===== src/rtl/timer16_pkg.sv =====
// constants for the 16-bit timer/counter with input capture
// assumes an Avalon-MM slave with 32-bit data, one byte register per word
//
// Overview of operation
// - clock select field picks tick; zero stops
// - sixteen-bit counter counts up, down or clears
// - low-byte access moves high byte through latch
// - bus write beats clear or count
// - counter reachable from bus without tick
// - waveform mode field sets counting sequence
// - overflow flag set per mode, raises request
// - selected edge copies counter into capture register
// - capture flag set in copy cycle
// - enabled flag requests irq; ack or one clears
// - capture low read latches high for later
// - capture register writable only in top modes
// - capture pin default, comparator when selected
// - changing source may capture; software clears flag
// - same sampling as count pin; filter adds four
// - capture input disabled when register sets top
// - pin level from port can trigger capture
// - filter output changes after four equal samples
// - filter enabled by control bit, system clock
// - each capture overwrites the capture register
// - one high-byte latch shared by counter and capture registers
`default_nettype none

package timer16_pkg;

	// register byte addresses
	localparam logic [5:0] ADDR_CTRL_A   = 6'h00;
	localparam logic [5:0] ADDR_CTRL_B   = 6'h04;
	localparam logic [5:0] ADDR_CNT_LO   = 6'h08;
	localparam logic [5:0] ADDR_CNT_HI   = 6'h0C;
	localparam logic [5:0] ADDR_CAP_LO   = 6'h10;
	localparam logic [5:0] ADDR_CAP_HI   = 6'h14;
	localparam logic [5:0] ADDR_FLAGS    = 6'h18;
	localparam logic [5:0] ADDR_IRQ_EN   = 6'h1C;
	localparam logic [5:0] ADDR_CMP_CTRL = 6'h20;

	// field positions
	localparam int CS_LSB      = 0;
	localparam int WGM_LO_LSB  = 0;
	localparam int WGM_HI_LSB  = 3;
	localparam int EDGE_BIT    = 6;
	localparam int FILTER_BIT  = 7;
	localparam int OVF_BIT     = 0;
	localparam int CAP_BIT     = 5;
	localparam int CMP_SEL_BIT = 2;

	// reset values
	localparam logic [7:0]  CTRL_RESET  = 8'h00;
	localparam logic [15:0] WORD_RESET  = 16'h0000;

	// counter landmarks
	localparam logic [15:0] CNT_MAX     = 16'hFFFF;
	localparam logic [15:0] CNT_BOTTOM  = 16'h0000;
	localparam logic [15:0] TOP_8BIT    = 16'h00FF;
	localparam logic [15:0] TOP_9BIT    = 16'h01FF;
	localparam logic [15:0] TOP_10BIT   = 16'h03FF;

	// clock select codes
	localparam logic [2:0] CS_STOP     = 3'h0;
	localparam logic [2:0] CS_DIV1     = 3'h1;
	localparam logic [2:0] CS_DIV8     = 3'h2;
	localparam logic [2:0] CS_DIV64    = 3'h3;
	localparam logic [2:0] CS_DIV256   = 3'h4;
	localparam logic [2:0] CS_DIV1024  = 3'h5;
	localparam logic [2:0] CS_EXT_FALL = 3'h6;
	localparam logic [2:0] CS_EXT_RISE = 3'h7;
	localparam int PRESC_W = 10;

	// noise filter length in system clocks
	localparam int FILTER_LEN = 4;

endpackage : timer16_pkg

`default_nettype wire


===== src/rtl/timer16_counter_input_capture.sv =====
// 16-bit timer/counter with input capture, Avalon-MM register slave
// assumes synchronous pins and an Avalon master that honours waitrequest
//
// The register addresses and the Avalon-MM register port were decided locally.
`default_nettype none

module timer16_counter_input_capture #(
	parameter int PRESC_BITS = timer16_pkg::PRESC_W
) (
	input  wire logic        ref_clk,           // system clock, 100 MHz
	input  wire logic        reset_n,           // async reset, active low
	input  wire logic [5:0]  avs_address,       // byte address
	input  wire logic        avs_read,          // read request
	input  wire logic        avs_write,         // write request
	input  wire logic [31:0] avs_writedata,     // write data, low byte used
	input  wire logic [3:0]  avs_byteenable,    // lane 0 enables write
	output logic [31:0]      avs_readdata,      // read data, registered
	output logic             avs_waitrequest,   // stall until answered
	input  wire logic        external_count_pin, // external tick source
	input  wire logic        capture_pin,        // capture trigger pin
	input  wire logic        comparator_output,  // comparator capture source
	input  wire logic        capture_irq_ack,    // capture irq serviced
	input  wire logic        overflow_irq_ack,   // overflow irq serviced
	output logic             capture_irq,        // capture request
	output logic             overflow_irq        // overflow request
);
	import timer16_pkg::*;

	initial begin
		if (PRESC_BITS < 10)
			$error("PRESC_BITS must cover divide by 1024");
	end

	typedef struct packed {
		logic [7:0]            temp;
		logic [15:0]           cnt;
		logic [15:0]           icr;
		logic [7:0]            ctrl_a;
		logic [7:0]            ctrl_b;
		logic                  cmp_sel;
		logic                  cap_ie;
		logic                  ovf_ie;
		logic                  ovf_flag;
		logic                  cap_flag;
		logic                  dir_down;
		logic [PRESC_BITS-1:0] presc;
		logic [1:0]            ext_hist;
		logic                  pend;
		logic [7:0]            rdata;
	} state_s;

	state_s      state_r;
	state_s      state_nxt;
	logic [3:0]  mode;
	logic [2:0]  clk_sel;
	logic [15:0] top;
	logic        dual_slope;
	logic        ovf_at_top;
	logic        icr_top;
	logic        tick;
	logic        cap_src;
	logic        cap_evt;
	logic        ovf_set;
	logic        rd_first;
	logic        wr_acc;
	logic        wr_cnt_lo;
	logic        wr_icr_lo;
	logic [7:0]  wdata;

	// mode field spread over both controls
	assign mode    = {state_r.ctrl_b[WGM_HI_LSB +: 2], state_r.ctrl_a[WGM_LO_LSB +: 2]};
	assign clk_sel = state_r.ctrl_b[CS_LSB +: 3];
	assign wdata   = avs_writedata[7:0];

	always_comb begin
		unique case (mode)
			4'h1, 4'h5:               top = TOP_8BIT;
			4'h2, 4'h6:               top = TOP_9BIT;
			4'h3, 4'h7:               top = TOP_10BIT;
			4'h8, 4'hA, 4'hC, 4'hE:   top = state_r.icr;
			default:                  top = CNT_MAX;
		endcase
	end

	assign dual_slope = (mode == 4'h1) || (mode == 4'h2) || (mode == 4'h3) ||
	                    (mode == 4'h8) || (mode == 4'hA);
	assign ovf_at_top = (mode == 4'h5) || (mode == 4'h6) || (mode == 4'h7) ||
	                    (mode == 4'hE);
	assign icr_top    = (mode == 4'h8) || (mode == 4'hA) || (mode == 4'hC) ||
	                    (mode == 4'hE);

	always_comb begin
		unique case (clk_sel)
			CS_STOP:     tick = 1'b0;
			CS_DIV1:     tick = 1'b1;
			CS_DIV8:     tick = &state_r.presc[2:0];
			CS_DIV64:    tick = &state_r.presc[5:0];
			CS_DIV256:   tick = &state_r.presc[7:0];
			CS_DIV1024:  tick = &state_r.presc[9:0];
			CS_EXT_FALL: tick = state_r.ext_hist[1] & ~state_r.ext_hist[0];
			CS_EXT_RISE: tick = ~state_r.ext_hist[1] & state_r.ext_hist[0];
		endcase
	end

	assign cap_src = state_r.cmp_sel ? comparator_output : capture_pin;

	// filtered edge, disarmed in top modes
	capture_filter u_filter (
		.ref_clk    (ref_clk),
		.reset_n    (reset_n),
		.raw_in     (cap_src),
		.filter_en  (state_r.ctrl_b[FILTER_BIT]),
		.rising_sel (state_r.ctrl_b[EDGE_BIT]),
		.enable     (~icr_top),
		.edge_out   (cap_evt)
	);

	// bus slave: one wait cycle, answer on the second
	assign avs_waitrequest = (avs_read | avs_write) & ~state_r.pend;
	assign avs_readdata    = {24'h00_0000, state_r.rdata};
	assign rd_first        = avs_read & ~state_r.pend;
	assign wr_acc          = avs_write & state_r.pend & avs_byteenable[0];
	assign wr_cnt_lo       = wr_acc && (avs_address == ADDR_CNT_LO);
	assign wr_icr_lo       = wr_acc && (avs_address == ADDR_CAP_LO) && icr_top;

	assign ovf_set = tick && !wr_cnt_lo &&
	                 (dual_slope ? (state_r.dir_down && state_r.cnt == CNT_BOTTOM)
	                             : (ovf_at_top ? (state_r.cnt == top)
	                                           : (state_r.cnt == CNT_MAX)));

	always_comb begin
		state_nxt          = state_r;
		state_nxt.presc    = state_r.presc + 1'b1;
		state_nxt.ext_hist = {state_r.ext_hist[0], external_count_pin};
		state_nxt.pend     = (avs_read | avs_write) & ~state_r.pend;

		if (tick) begin
			if (dual_slope) begin
				if (!state_r.dir_down) begin
					if (state_r.cnt >= top) begin
						state_nxt.dir_down = 1'b1;
						state_nxt.cnt      = state_r.cnt - 1'b1;
					end else begin
						state_nxt.cnt = state_r.cnt + 1'b1;
					end
				end else if (state_r.cnt == CNT_BOTTOM) begin
					state_nxt.dir_down = 1'b0;
					state_nxt.cnt      = state_r.cnt + 1'b1;
				end else begin
					state_nxt.cnt = state_r.cnt - 1'b1;
				end
			end else if (state_r.cnt == top) begin
				state_nxt.cnt      = CNT_BOTTOM;
				state_nxt.dir_down = 1'b0;
			end else begin
				state_nxt.cnt      = state_r.cnt + 1'b1;
				state_nxt.dir_down = 1'b0;
			end
		end

		if (cap_evt)
			state_nxt.icr = state_r.cnt;

		// read answer and low-byte latch at first cycle
		if (rd_first) begin
			unique case (avs_address)
				ADDR_CTRL_A:   state_nxt.rdata = state_r.ctrl_a;
				ADDR_CTRL_B:   state_nxt.rdata = state_r.ctrl_b;
				ADDR_CNT_LO: begin
					state_nxt.rdata = state_r.cnt[7:0];
					state_nxt.temp  = state_r.cnt[15:8];
				end
				ADDR_CAP_LO: begin
					state_nxt.rdata = state_r.icr[7:0];
					state_nxt.temp  = state_r.icr[15:8];
				end
				ADDR_CNT_HI, ADDR_CAP_HI: state_nxt.rdata = state_r.temp;
				ADDR_FLAGS: begin
					state_nxt.rdata          = 8'h00;
					state_nxt.rdata[OVF_BIT] = state_r.ovf_flag;
					state_nxt.rdata[CAP_BIT] = state_r.cap_flag;
				end
				ADDR_IRQ_EN: begin
					state_nxt.rdata          = 8'h00;
					state_nxt.rdata[OVF_BIT] = state_r.ovf_ie;
					state_nxt.rdata[CAP_BIT] = state_r.cap_ie;
				end
				ADDR_CMP_CTRL: begin
					state_nxt.rdata              = 8'h00;
					state_nxt.rdata[CMP_SEL_BIT] = state_r.cmp_sel;
				end
				default:       state_nxt.rdata = 8'h00;
			endcase
		end

		// flag clears first so that a same-cycle set wins below
		if (wr_acc && avs_address == ADDR_FLAGS) begin
			if (wdata[OVF_BIT])
				state_nxt.ovf_flag = 1'b0;
			if (wdata[CAP_BIT])
				state_nxt.cap_flag = 1'b0;
		end
		if (capture_irq_ack)
			state_nxt.cap_flag = 1'b0;
		if (overflow_irq_ack)
			state_nxt.ovf_flag = 1'b0;

		if (wr_acc) begin
			unique case (avs_address)
				ADDR_CTRL_A:   state_nxt.ctrl_a = wdata;
				ADDR_CTRL_B:   state_nxt.ctrl_b = wdata;
				ADDR_CNT_HI, ADDR_CAP_HI: state_nxt.temp = wdata;
				ADDR_IRQ_EN: begin
					state_nxt.ovf_ie = wdata[OVF_BIT];
					state_nxt.cap_ie = wdata[CAP_BIT];
				end
				ADDR_CMP_CTRL: state_nxt.cmp_sel = wdata[CMP_SEL_BIT];
				default:       state_nxt.temp = state_r.temp;
			endcase
		end

		if (wr_cnt_lo)
			state_nxt.cnt = {state_r.temp, wdata};
		// capture write only in top modes
		if (wr_icr_lo)
			state_nxt.icr = {state_r.temp, wdata};

		if (ovf_set)
			state_nxt.ovf_flag = 1'b1;
		if (cap_evt)
			state_nxt.cap_flag = 1'b1;
	end

	assign capture_irq  = state_r.cap_flag & state_r.cap_ie;
	assign overflow_irq = state_r.ovf_flag & state_r.ovf_ie;

	always_ff @(posedge ref_clk or negedge reset_n) begin
		if (!reset_n) begin
			state_r        <= '0;
			state_r.cnt    <= WORD_RESET;
			state_r.icr    <= WORD_RESET;
			state_r.ctrl_a <= CTRL_RESET;
			state_r.ctrl_b <= CTRL_RESET;
		end else begin
			state_r <= state_nxt;
		end
	end
endmodule : timer16_counter_input_capture

`default_nettype wire


===== src/rtl/capture_filter.sv =====
// noise filter and edge detector for one capture source
// assumes raw_in is synchronous to ref_clk
`default_nettype none

module capture_filter #(
	parameter int FILTER_LEN = timer16_pkg::FILTER_LEN
) (
	input  wire logic ref_clk,     // system clock
	input  wire logic reset_n,     // async reset, active low
	input  wire logic raw_in,      // selected capture source
	input  wire logic filter_en,   // noise filter on
	input  wire logic rising_sel,  // 1 rising, 0 falling
	input  wire logic enable,      // detector armed
	output logic      edge_out     // one-cycle capture strobe
);
	import timer16_pkg::*;

	initial begin
		if (FILTER_LEN < 2)
			$error("FILTER_LEN must be at least 2");
	end

	typedef struct packed {
		logic                  sample;
		logic [FILTER_LEN-1:0] hist;
		logic                  filt;
		logic                  prev;
	} filt_s;

	filt_s st_r;
	filt_s st_nxt;
	logic  level;

	assign level = filter_en ? st_r.filt : st_r.sample;

	always_comb begin
		st_nxt        = st_r;
		st_nxt.sample = raw_in;
		st_nxt.hist   = {st_r.hist[FILTER_LEN-2:0], st_r.sample};
		if (&st_nxt.hist || ~|st_nxt.hist)
			st_nxt.filt = st_nxt.hist[0];
		st_nxt.prev = level;
	end

	assign edge_out = enable & (rising_sel ? (level & ~st_r.prev) : (~level & st_r.prev));

	always_ff @(posedge ref_clk or negedge reset_n) begin
		if (!reset_n)
			st_r <= '0;
		else
			st_r <= st_nxt;
	end
endmodule : capture_filter

`default_nettype wire


===== config.mk =====
export PLATFORM = sky130hd
export DESIGN_NAME = timer16_counter_input_capture
export DESIGN_NICKNAME = d
export VERILOG_FILES = /design/src/rtl/timer16_pkg.sv /design/src/rtl/timer16_counter_input_capture.sv /design/src/rtl/capture_filter.sv
export SDC_FILE = /design/constraint.sdc
export NUM_CORES = 1
export LEC_CHECK = 0
export BUFFER_PORTS_ARGS = -buffer_cell sky130_fd_sc_hd__buf_2
export CORE_MARGIN = 3
export CORE_UTILIZATION = 54
export CTS_BUF_LIST = sky130_fd_sc_hd__clkbuf_4 sky130_fd_sc_hd__clkbuf_8
export CTS_CLUSTER_DIAMETER = 100
export DETAILED_ROUTE_END_ITERATION = 10
export PLACE_DENSITY_LB_ADDON = 0.25
export SKIP_LAST_GASP = 1
export SLEW_MARGIN = 20
export SYNTH_ARGS = -nofsm -noshare
export SYNTH_HDL_FRONTEND = slang
export SYNTH_SLANG_ARGS = --single-unit
export TNS_END_PERCENT = 50

===== constraint.sdc =====
create_clock -name ref_clk -period 3.5 [get_ports ref_clk]
set_input_delay 1.05 -clock ref_clk [delete_from_list [all_inputs] [get_ports ref_clk]]
set_output_delay 1.05 -clock ref_clk [all_outputs]
set_load 0.005 [all_outputs]

# Yosys cells after proc, flatten, opt, wreduce, memory -nomap -nowiden
# Cells that the tools add are included.
[totals]
ff_bits = 89
input_bits = 51
output_inout_bits = 35
elab_cells = 148
[op_classes]
addsub = 3
magnitude_cmp = 1
n_eq_ne = 28
muxes = 32
n_bitwise = 18
n_reduce_logical = 47
[op_table]
columns = ["op", "n"]
rows = [
  ["16-bit two-way mux", 9],
  ["16-bit case mux with 4 select lines", 1],
  ["8-bit case mux with 8 select lines", 1],
  ["8-bit case mux with 2 select lines", 2],
  ["6-bit by 5-bit == test with 1-bit output (second input constant)", 4],
  ["16-bit by 1-bit adder with 16-bit output (second input constant)", 1],
  ["16-bit == test", 1],
  ["16-bit == test (second input constant)", 1],
  ["4-bit == test (second input constant)", 4],
  ["16-bit >= comparator", 1],
  ["16-bit logical NOT", 1],
  ["8-bit two-way mux", 2],
  ["16-bit by 1-bit subtractor with 16-bit output (second input constant)", 1],
  ["1-bit two-way mux", 15],
  ["3-bit == test (second input constant)", 4],
  ["4-bit by 3-bit == test with 1-bit output (second input constant)", 3],
  ["6-bit by 4-bit == test with 1-bit output (second input constant)", 2],
  ["2-bit AND reduction", 6],
  ["3-bit nonzero test", 4],
  ["4-bit OR reduction", 3],
  ["1-bit bitwise AND", 11],
  ["1-bit logical OR", 11],
  ["10-bit by 1-bit adder with 10-bit output (second input constant)", 1],
  ["10-bit AND reduction", 1],
  ["other kinds (21)", 39],
]

# Longest topological paths before layout
# Gate-level depths: netlist of the first run.
[depth]
depth_word = 9
depth_mapped = 16
mapped_depth_nobuf = 12

# Cells and area by module
# A second synthesis of the first run with hierarchy kept.
[unflattened]
hier_cells = 615
area_unflattened_um2 = 5813.1
[by_module_without_submodules]
columns = ["mod", "n_inst", "cells_each", "area_per_inst_um2", "seq_area_each_um2"]
rows = [
  ["timer16_counter_input_capture", 1, 601, 5600.4, 2077.0],
  ["capture_filter", 1, 14, 212.7, 150.1],
]

# Worst setup path before layout of the first run
# OpenSTA, ideal clock, no wires.
[synth_path]
path_type = "reg2reg"
from = "register state_r (netlist bit mode[0])"
to = "register state_r[69] (netlist name)"
setup_ps = 82
arrival_ps = 3795
required_time_ps = 3418
slack_ps = -377
stages_incl_launch_ff = 16
path_buffers = 4
period_less_slack_ps = 3877
path_cell_list = "dfrtp_1 -> clkbuf_1 -> nand2b_1 -> clkbuf_1 -> o21ai_0 -> ha_1 -> nand4_2 -> or3_1 -> a31o_1 -> and4b_4 -> buf_6 -> or2_1 -> buf_6 -> or4_4 -> a211o_1 -> a31oi_1"
[synth_between]
elab_chain_cells = 9
word_cells_on_any_way = 27
classes_between = "order compare (1); eq/ne (11); mux (7); reduce/logical (8)"
[synth_lines]
columns = ["element", "line_no", "source"]
rows = [
  ["from (decl)", "timer16_counter_input_capture.sv:52", "state_s state_r;"],
  ["from (signal assigned)", "timer16_counter_input_capture.sv:245", "state_r <= state_nxt;"],
  ["4-bit == test (tied with other cells)", "timer16_counter_input_capture.sv:76", "unique case (mode)"],
  ["4-bit OR reduction or 2-bit OR reduction (tied branches)", "timer16_counter_input_capture.sv:76", ""],
  ["16-bit case mux with 4 select lines", "timer16_counter_input_capture.sv:76", ""],
  ["16-bit >= comparator", "timer16_counter_input_capture.sv:140", "if (state_r.cnt >= top) begin"],
  ["16-bit two-way mux", "timer16_counter_input_capture.sv:140", ""],
  ["16-bit two-way mux", "timer16_counter_input_capture.sv:139", "if (!state_r.dir_down) begin"],
  ["16-bit two-way mux (*)", "timer16_counter_input_capture.sv:138", "if (dual_slope) begin"],
  ["16-bit two-way mux (*)", "timer16_counter_input_capture.sv:137", "if (tick) begin"],
  ["16-bit two-way mux (*)", "timer16_counter_input_capture.sv:222", "if (wr_cnt_lo)"],
]
# Every way passes the cells marked *; elsewhere a longest branch is shown, timed or not. The select of a mux whose other input is x is not followed.
# A chain may end at the register's enable or synchronous reset.

# Worst setup path after layout of the first run
# Ends and elaborated chain as after synthesis.

==> results.toml, run 1 <==
[synth]
yosysMostFrequentCell = "dfrtp_1"
synthDominantCellAreaShare_pct = 39.2
ys_warn_count = 0
synthSimpleGateAreaFrac_pct = 19.2
synth.distinct_cells = 64
async_flop_share_pct = 100
synth_edf_count = 0
synth_area_leaders = "dfrtp_1 39%, ha_1 4.6%, nor2_1 4.4%"
synth_compound_area_share_pct = 17.8
synth_fa_ha_area_share_pct = 4.62
seq_area_frac_synth_pct = 39.2
synth_flop_cell = "dfrtp_1"
synth_xor_area_share_pct = 2.62
syn_avg_cell_area_um2 = 9.00
synth_common_cells = "89 x dfrtp_1, 67 x nor2_1, 43 x nand2_1, 42 x o21ai_0, 40 x a21oi_1"
netlist.top_cell.by_area = "dfrtp_1"
syn_inst = 631
netlist_area_mm2 = 0.00568
synthMuxAreaShare_pct = 8.57
synth_seq_cells = 89
synth_top_family_by_area = "simple AND/OR/NAND/NOR gates"

[power_and_ir_drop]
p_sw_w = 0.00134
internal_power_w = 0.00200
combPwrFrac_pct = 35.4
swShare_pct = 40.1
clockPowerShare_pct = 21.0
irDropWorstVdd_mv = 0.282
power_leakage_nw = 2.73
power_frac_seq_pct = 43.6
powerDensity_mw_per_mm2 = 535

[drt]
drc = 0
wl_per_cell_um = 19.5
first_pass_iters = 5
finalWirelength_um = 15600
vias = 5110
drtIter0Drc = 530
detail-route-antenna-nets = 0
vias_per_cell = 6.37

[timing]
period_minus_slack_ns = 3.38
worst_pin_slew_ns = 0.728
drv_slew = 0
fin_worst_skew_ns = 0.0120
hold_viol_final = 0
rsz0062_at_grt = "yes"
fmax_mhz = 296
maxSlewHeadroom_pct = 51.5
period_share_pct = 96.6
setup_viol_count_final = 0

[critical_path]
cp_max_fo = 8
critPathRequiredTime_ns = 3.79
critPathKind = "reg2reg"
end_kind = "flop"
cp-start-kind = "flop"
crit_path_start = "mode[0]"
r2r-start = "mode[0]"
cp.arrival_ns = 3.67

[run_status]
outcome = "finished, final reports clean"

[floorplanning]
die_x_um = 109
dieHeight_um = 109
core-area_mm2 = 0.0100
die_area_mm2 = 0.0118
start_util_pct = 56.8
io_pins = 86
num_rows = 36

[clocking]
clk_path_buf_depth = 2
clock_latency_ns = 0.37
clockRootBuffer = "clkbuf_8"
cts_tree = "yes"
clk_pin_slew_ns = 0.10
htree_levels = 3
postCtsHoldBufs = 0
numCtsBuffers = 9
cts_num_sinks = 89

[global_route]
grtUsageTotal_pct = 27.6
grt_max_degree = 90
grt_pass1_vias = 4935
antenna_found_initial = 0
grt_overflow_total = 0
grt_first_pass_wirelength_um = 25300

[layout]
drive_gt1_share_pct = 19.1
multiInputGateArea_mm2 = 0.00315
n_antenna_cell = 0
area_growth_pct = 9.78
fin_nets = 736
register_area_mm2 = 0.00223
layout.cells.non_filler = 802
fillCellCount = 869
fin_area_mm2 = 0.00624

[placement]
dp_hpwl_um = 11400
post-place-cells = 783
place.gp.congestion = 0.962
placed_area_mm2 = 0.00600
port_buffers = 34

[job]
max_cap_viol_count = 0

[hold_path]
hold_path_startpoint = "u_filter.st_nxt[4]"
hold_path_class = "reg2reg"
==> power groups by stage <==
stage,clock (W),combinational (W),sequential (W)
after floorplan,0,0.000823,0.00135
after global placement,0,0.00108,0.00145
after detailed placement,0,0.00113,0.00145
after CTS,0.000709,0.00114,0.00144
after global routing,0.000748,0.00131,0.00147
final,0.000700,0.00118,0.00146
==> kinds of logic after synthesis <==
kind of cell	Yosys count
AND/OR/NAND/NOR	217
AO/OA/AOI/OAI	156
flip-flops	89
buffers and inverters	84
multiplexers	46
adder cells (fa/ha/maj)	21
XOR/XNOR	17
other	1
==> timing repair <==
item / in CTS / in global routing
pin swaps: 0 / 10
buffers inserted: 0 / 2
cloned: 0 / 1
endpoints found under the setup margin: 1 / 8
gates resized for setup: 3 / 12
==> state kept, by name, summed over array words and instances (netlist names) <==
signal and flops:
state_nxt 1, state_r 67, mode 4, u_filter.st_r 2
u_filter.st_nxt 4, avs_readdata 8, clk_sel 3
==> metal layers <==
layer / global-route usage (%) / routed length [µm] / vias up
li1: - / - / 2313
met1: 37.4 / 6470 / 2464
met2: 43.5 / 7230 / 285
met3: 5.43 / 1340 / 48
met4: 10.7 / 568 / 0
met5: 0 / 0 / -
==> cell type report <==
type,count,share of cell area (%)
sequential,89,35.7
timing repair buffer,72,7.54
inverter,10,0.602
clock buffer,9,1.99
multi-input combinational,482,50.5
tap,133,2.67
clock inverter,7,0.963
==> layout by cell type, fill, tap and decap left out, drive strengths merged, types with 8 or more instances in the layout <==
cell type	synthesis	layout
mux2	21	21
nand3	22	22
inv	10	14
dfrtp	89	89
a21oi	40	40
clkbuf	38	9
a221o	8	8
nand4	10	10
and3	10	10
or3	9	9
nor3	14	14
nor2	67	67
buf	36	72
a31oi	9	9
xnor2	11	11
mux2i	25	25
o21ai	42	42
ha	21	21
nand2	43	43
a22oi	18	18
conb	1	24
==> worst paths after layout <==
path | to | cells after the start | slack (ns)
setup / recovery | state_r[69] | 11 | 0.12
hold / removal | u_filter.st_nxt[5] | 0 | 0.41
setup reg to reg | state_r[69] | 11 | 0.12
hold reg to reg | u_filter.st_nxt[5] | 0 | 0.41
max in group asynchronous | mode[3] | 2 | 2.40
min in group asynchronous | state_r[71] | 2 | 0.67
==> metrics by stage <==
step                total power [W]  TNS (ns)  hold slack, ns  util, %  worst slack, ns
global placement            0.00253         0           0.379     60.0           0.0752
floorplan                   0.00218         0           0.367        -           0.0337
finish                      0.00334         0           0.408     62.4            0.120
CTS                         0.00329         0           0.415     61.9           0.0295
detailed placement          0.00259         0           0.389     60.0          0.00706
global route                0.00353   -0.0349           0.432     62.4          -0.0340
==> critical path: stages (launching register included) <==
cell and delay (ns):
dfrtp_2 0.49, o21bai_4 0.26, o21ai_1 0.11, ha_1 0.32, nand4_2 0.12, or3_4 0.40, a31o_1 0.21, and4b_4 0.21
or2_4 0.26, or4_4 0.49, a211o_1 0.27, a31oi_1 0.16
Power figures use the tool's default switching activity.
==> run 2, diff against run 1 <==
Settings changed: SETUP_SLACK_MARGIN from default to 0.3.
==> results.toml, run 2 (synthesis gave the netlist of run 1 again) <==
[run_status]
outcome = "finished, final reports clean"

[placement]
dp_hpwl_um = 12000
port_buffers = 34
place.gp.congestion = 0.964

[clocking]
numCtsBuffers = 9
clk_path_buf_depth = 2
cts_num_sinks = 89
clock_latency_ns = 0.37
cts_tree = "yes"
clk_pin_slew_ns = 0.10
htree_levels = 3
clockRootBuffer = "clkbuf_8"

[critical_path]
cp_max_fo = 6
reg2reg_depth = 13
critPathRequiredTime_ns = 3.78
critPathKind = "reg2reg"
cp.arrival_ns = 3.65
worst_r2r_endpoint = "state_r[72]"
cp-start-kind = "flop"
r2r-start = "mode[1]"
rrSetupSlack_ns = 0.13
end_kind = "flop"

[layout]
area_growth_pct = 13.1
drive_gt1_share_pct = 22.0
largest_register_ffs = 67
multiInputGateArea_mm2 = 0.00318
fillCellCount = 854
regMostFlops = "state_r"
final_cell_mix = "86 x dfrtp_1, 62 x nor2_1, 48 x buf_4"
fin_nets = 750
register_area_mm2 = 0.00223
n_antenna_cell = 0
final_common_cell = "dfrtp_1"
fin_util_pct = 64.3

[timing]
worst_pin_slew_ns = 0.680
period_share_pct = 96.2
rsz0062_at_grt = "yes"
drv_slew = 0
maxSlewHeadroom_pct = 54.6
fin_worst_skew_ns = 0.0121
timing.setup.tns_ns = 0
setup_viol_count_final = 0
period_minus_slack_ns = 3.37
fmax_mhz = 297
hold_viol_final = 0

[drt]
wl_per_cell_um = 20.6
finalWirelength_um = 16800
vias = 5159
first_pass_iters = 5
detail-route-antenna-nets = 0
drc = 0
vias_per_cell = 6.32
drtIter0Drc = 469

[floorplanning]
num_rows = 36
core-area_mm2 = 0.0100
start_util_pct = 56.8
dieHeight_um = 109
die_x_um = 109
die_area_mm2 = 0.0118
io_pins = 86

[job]
max_cap_viol_count = 0

[power_and_ir_drop]
irDropWorstVdd_mv = 0.330
p_total_w = 0.00350
power_leakage_nw = 2.82
powerDensity_mw_per_mm2 = 544

[global_route]
antenna_found_initial = 0
grt_max_degree = 49
grtUsageTotal_pct = 29.6
grt_first_pass_wirelength_um = 26800
grt_pass1_vias = 5061
grt_overflow_total = 0

[hold_path]
hold_end = "state_r[10]"
hold_path_class = "reg2reg"
hold_depth = 0
hold_path_startpoint = "state_nxt[10]"
## run 2: stage by stage
stage,cells,instance area [µm²],worst slack (ns),hold WS (ns)
2_1_floorplan,654,5820,0.159,0.367
3_5_place_dp,783,6020,0.0112,0.382
4_1_cts,810,6340,0.195,0.408
3_3_place_gp,783,6020,0.0878,0.374
6_report,816,6430,0.133,0.404
5_1_grt,816,6430,0.0439,0.425
## run 2: worst max-delay path by stage
stage | start | to | slack (ns) | cells past startpoint
after global placement | mode[1] | state_r[72] | 0.09 | 12
after CTS | mode[0] | state_r[69] | 0.20 | 12
final | mode[1] | state_r[72] | 0.13 | 13
after global routing | mode[1] | state_r[72] | 0.04 | 13
after detailed placement | mode[1] | state_r[72] | 0.01 | 12
after floorplan | mode[0] | state_r[69] | 0.16 | 15
## run 2: power breakdown
part	internal (W)	switching, W	total (W)
Sequential	0.00121	0.000258	0.00147
Combinational	0.000596	0.000721	0.00132
Clock	0.000284	0.000431	0.000715
## run 2: worst max-delay path, stage by stage, from the launching register on
cell      delay (ns)
dfrtp_2         0.45
o21bai_4        0.19
buf_6           0.14
o21ai_1         0.06
ha_1            0.33
nand4_4         0.13
or3_4           0.41
a31o_1          0.20
and4b_4         0.20
or2_4           0.26
buf_6           0.13
or3_1           0.30
a211o_1         0.29
a31oi_1         0.19
## run 2: repair_timing
action / 4_1_cts / 5_1_grt
hold buffers: 0 / 0
pin swaps: 12 / 14
setup buffers: 11 / 6
endpoints found under the setup margin: 15 / 15
endpoints found under the hold margin: 0 / 0
gates resized for setup: 14 / 9
## run 2: layout make-up
type	instances	share of cell area (%)
clock inverter	7	1.23
sequential	89	34.7
tap	133	2.59
timing repair buffer	87	9.50
clock buffer	9	1.93
inverter	10	0.584
multi-input combinational	481	49.5
## run 2: per-layer routing
layer | routed length, µm | track usage (%) | up-vias | share of wire (%)
met3 | 1480 | 5.07 | 50 | 8.8
met1 | 6830 | 40.3 | 2494 | 41
met2 | 7870 | 47.2 | 277 | 47
met5 | 0 | 0 | - | 0
met4 | 643 | 11.7 | 0 | 3.8
li1 | - | - | 2338 | -
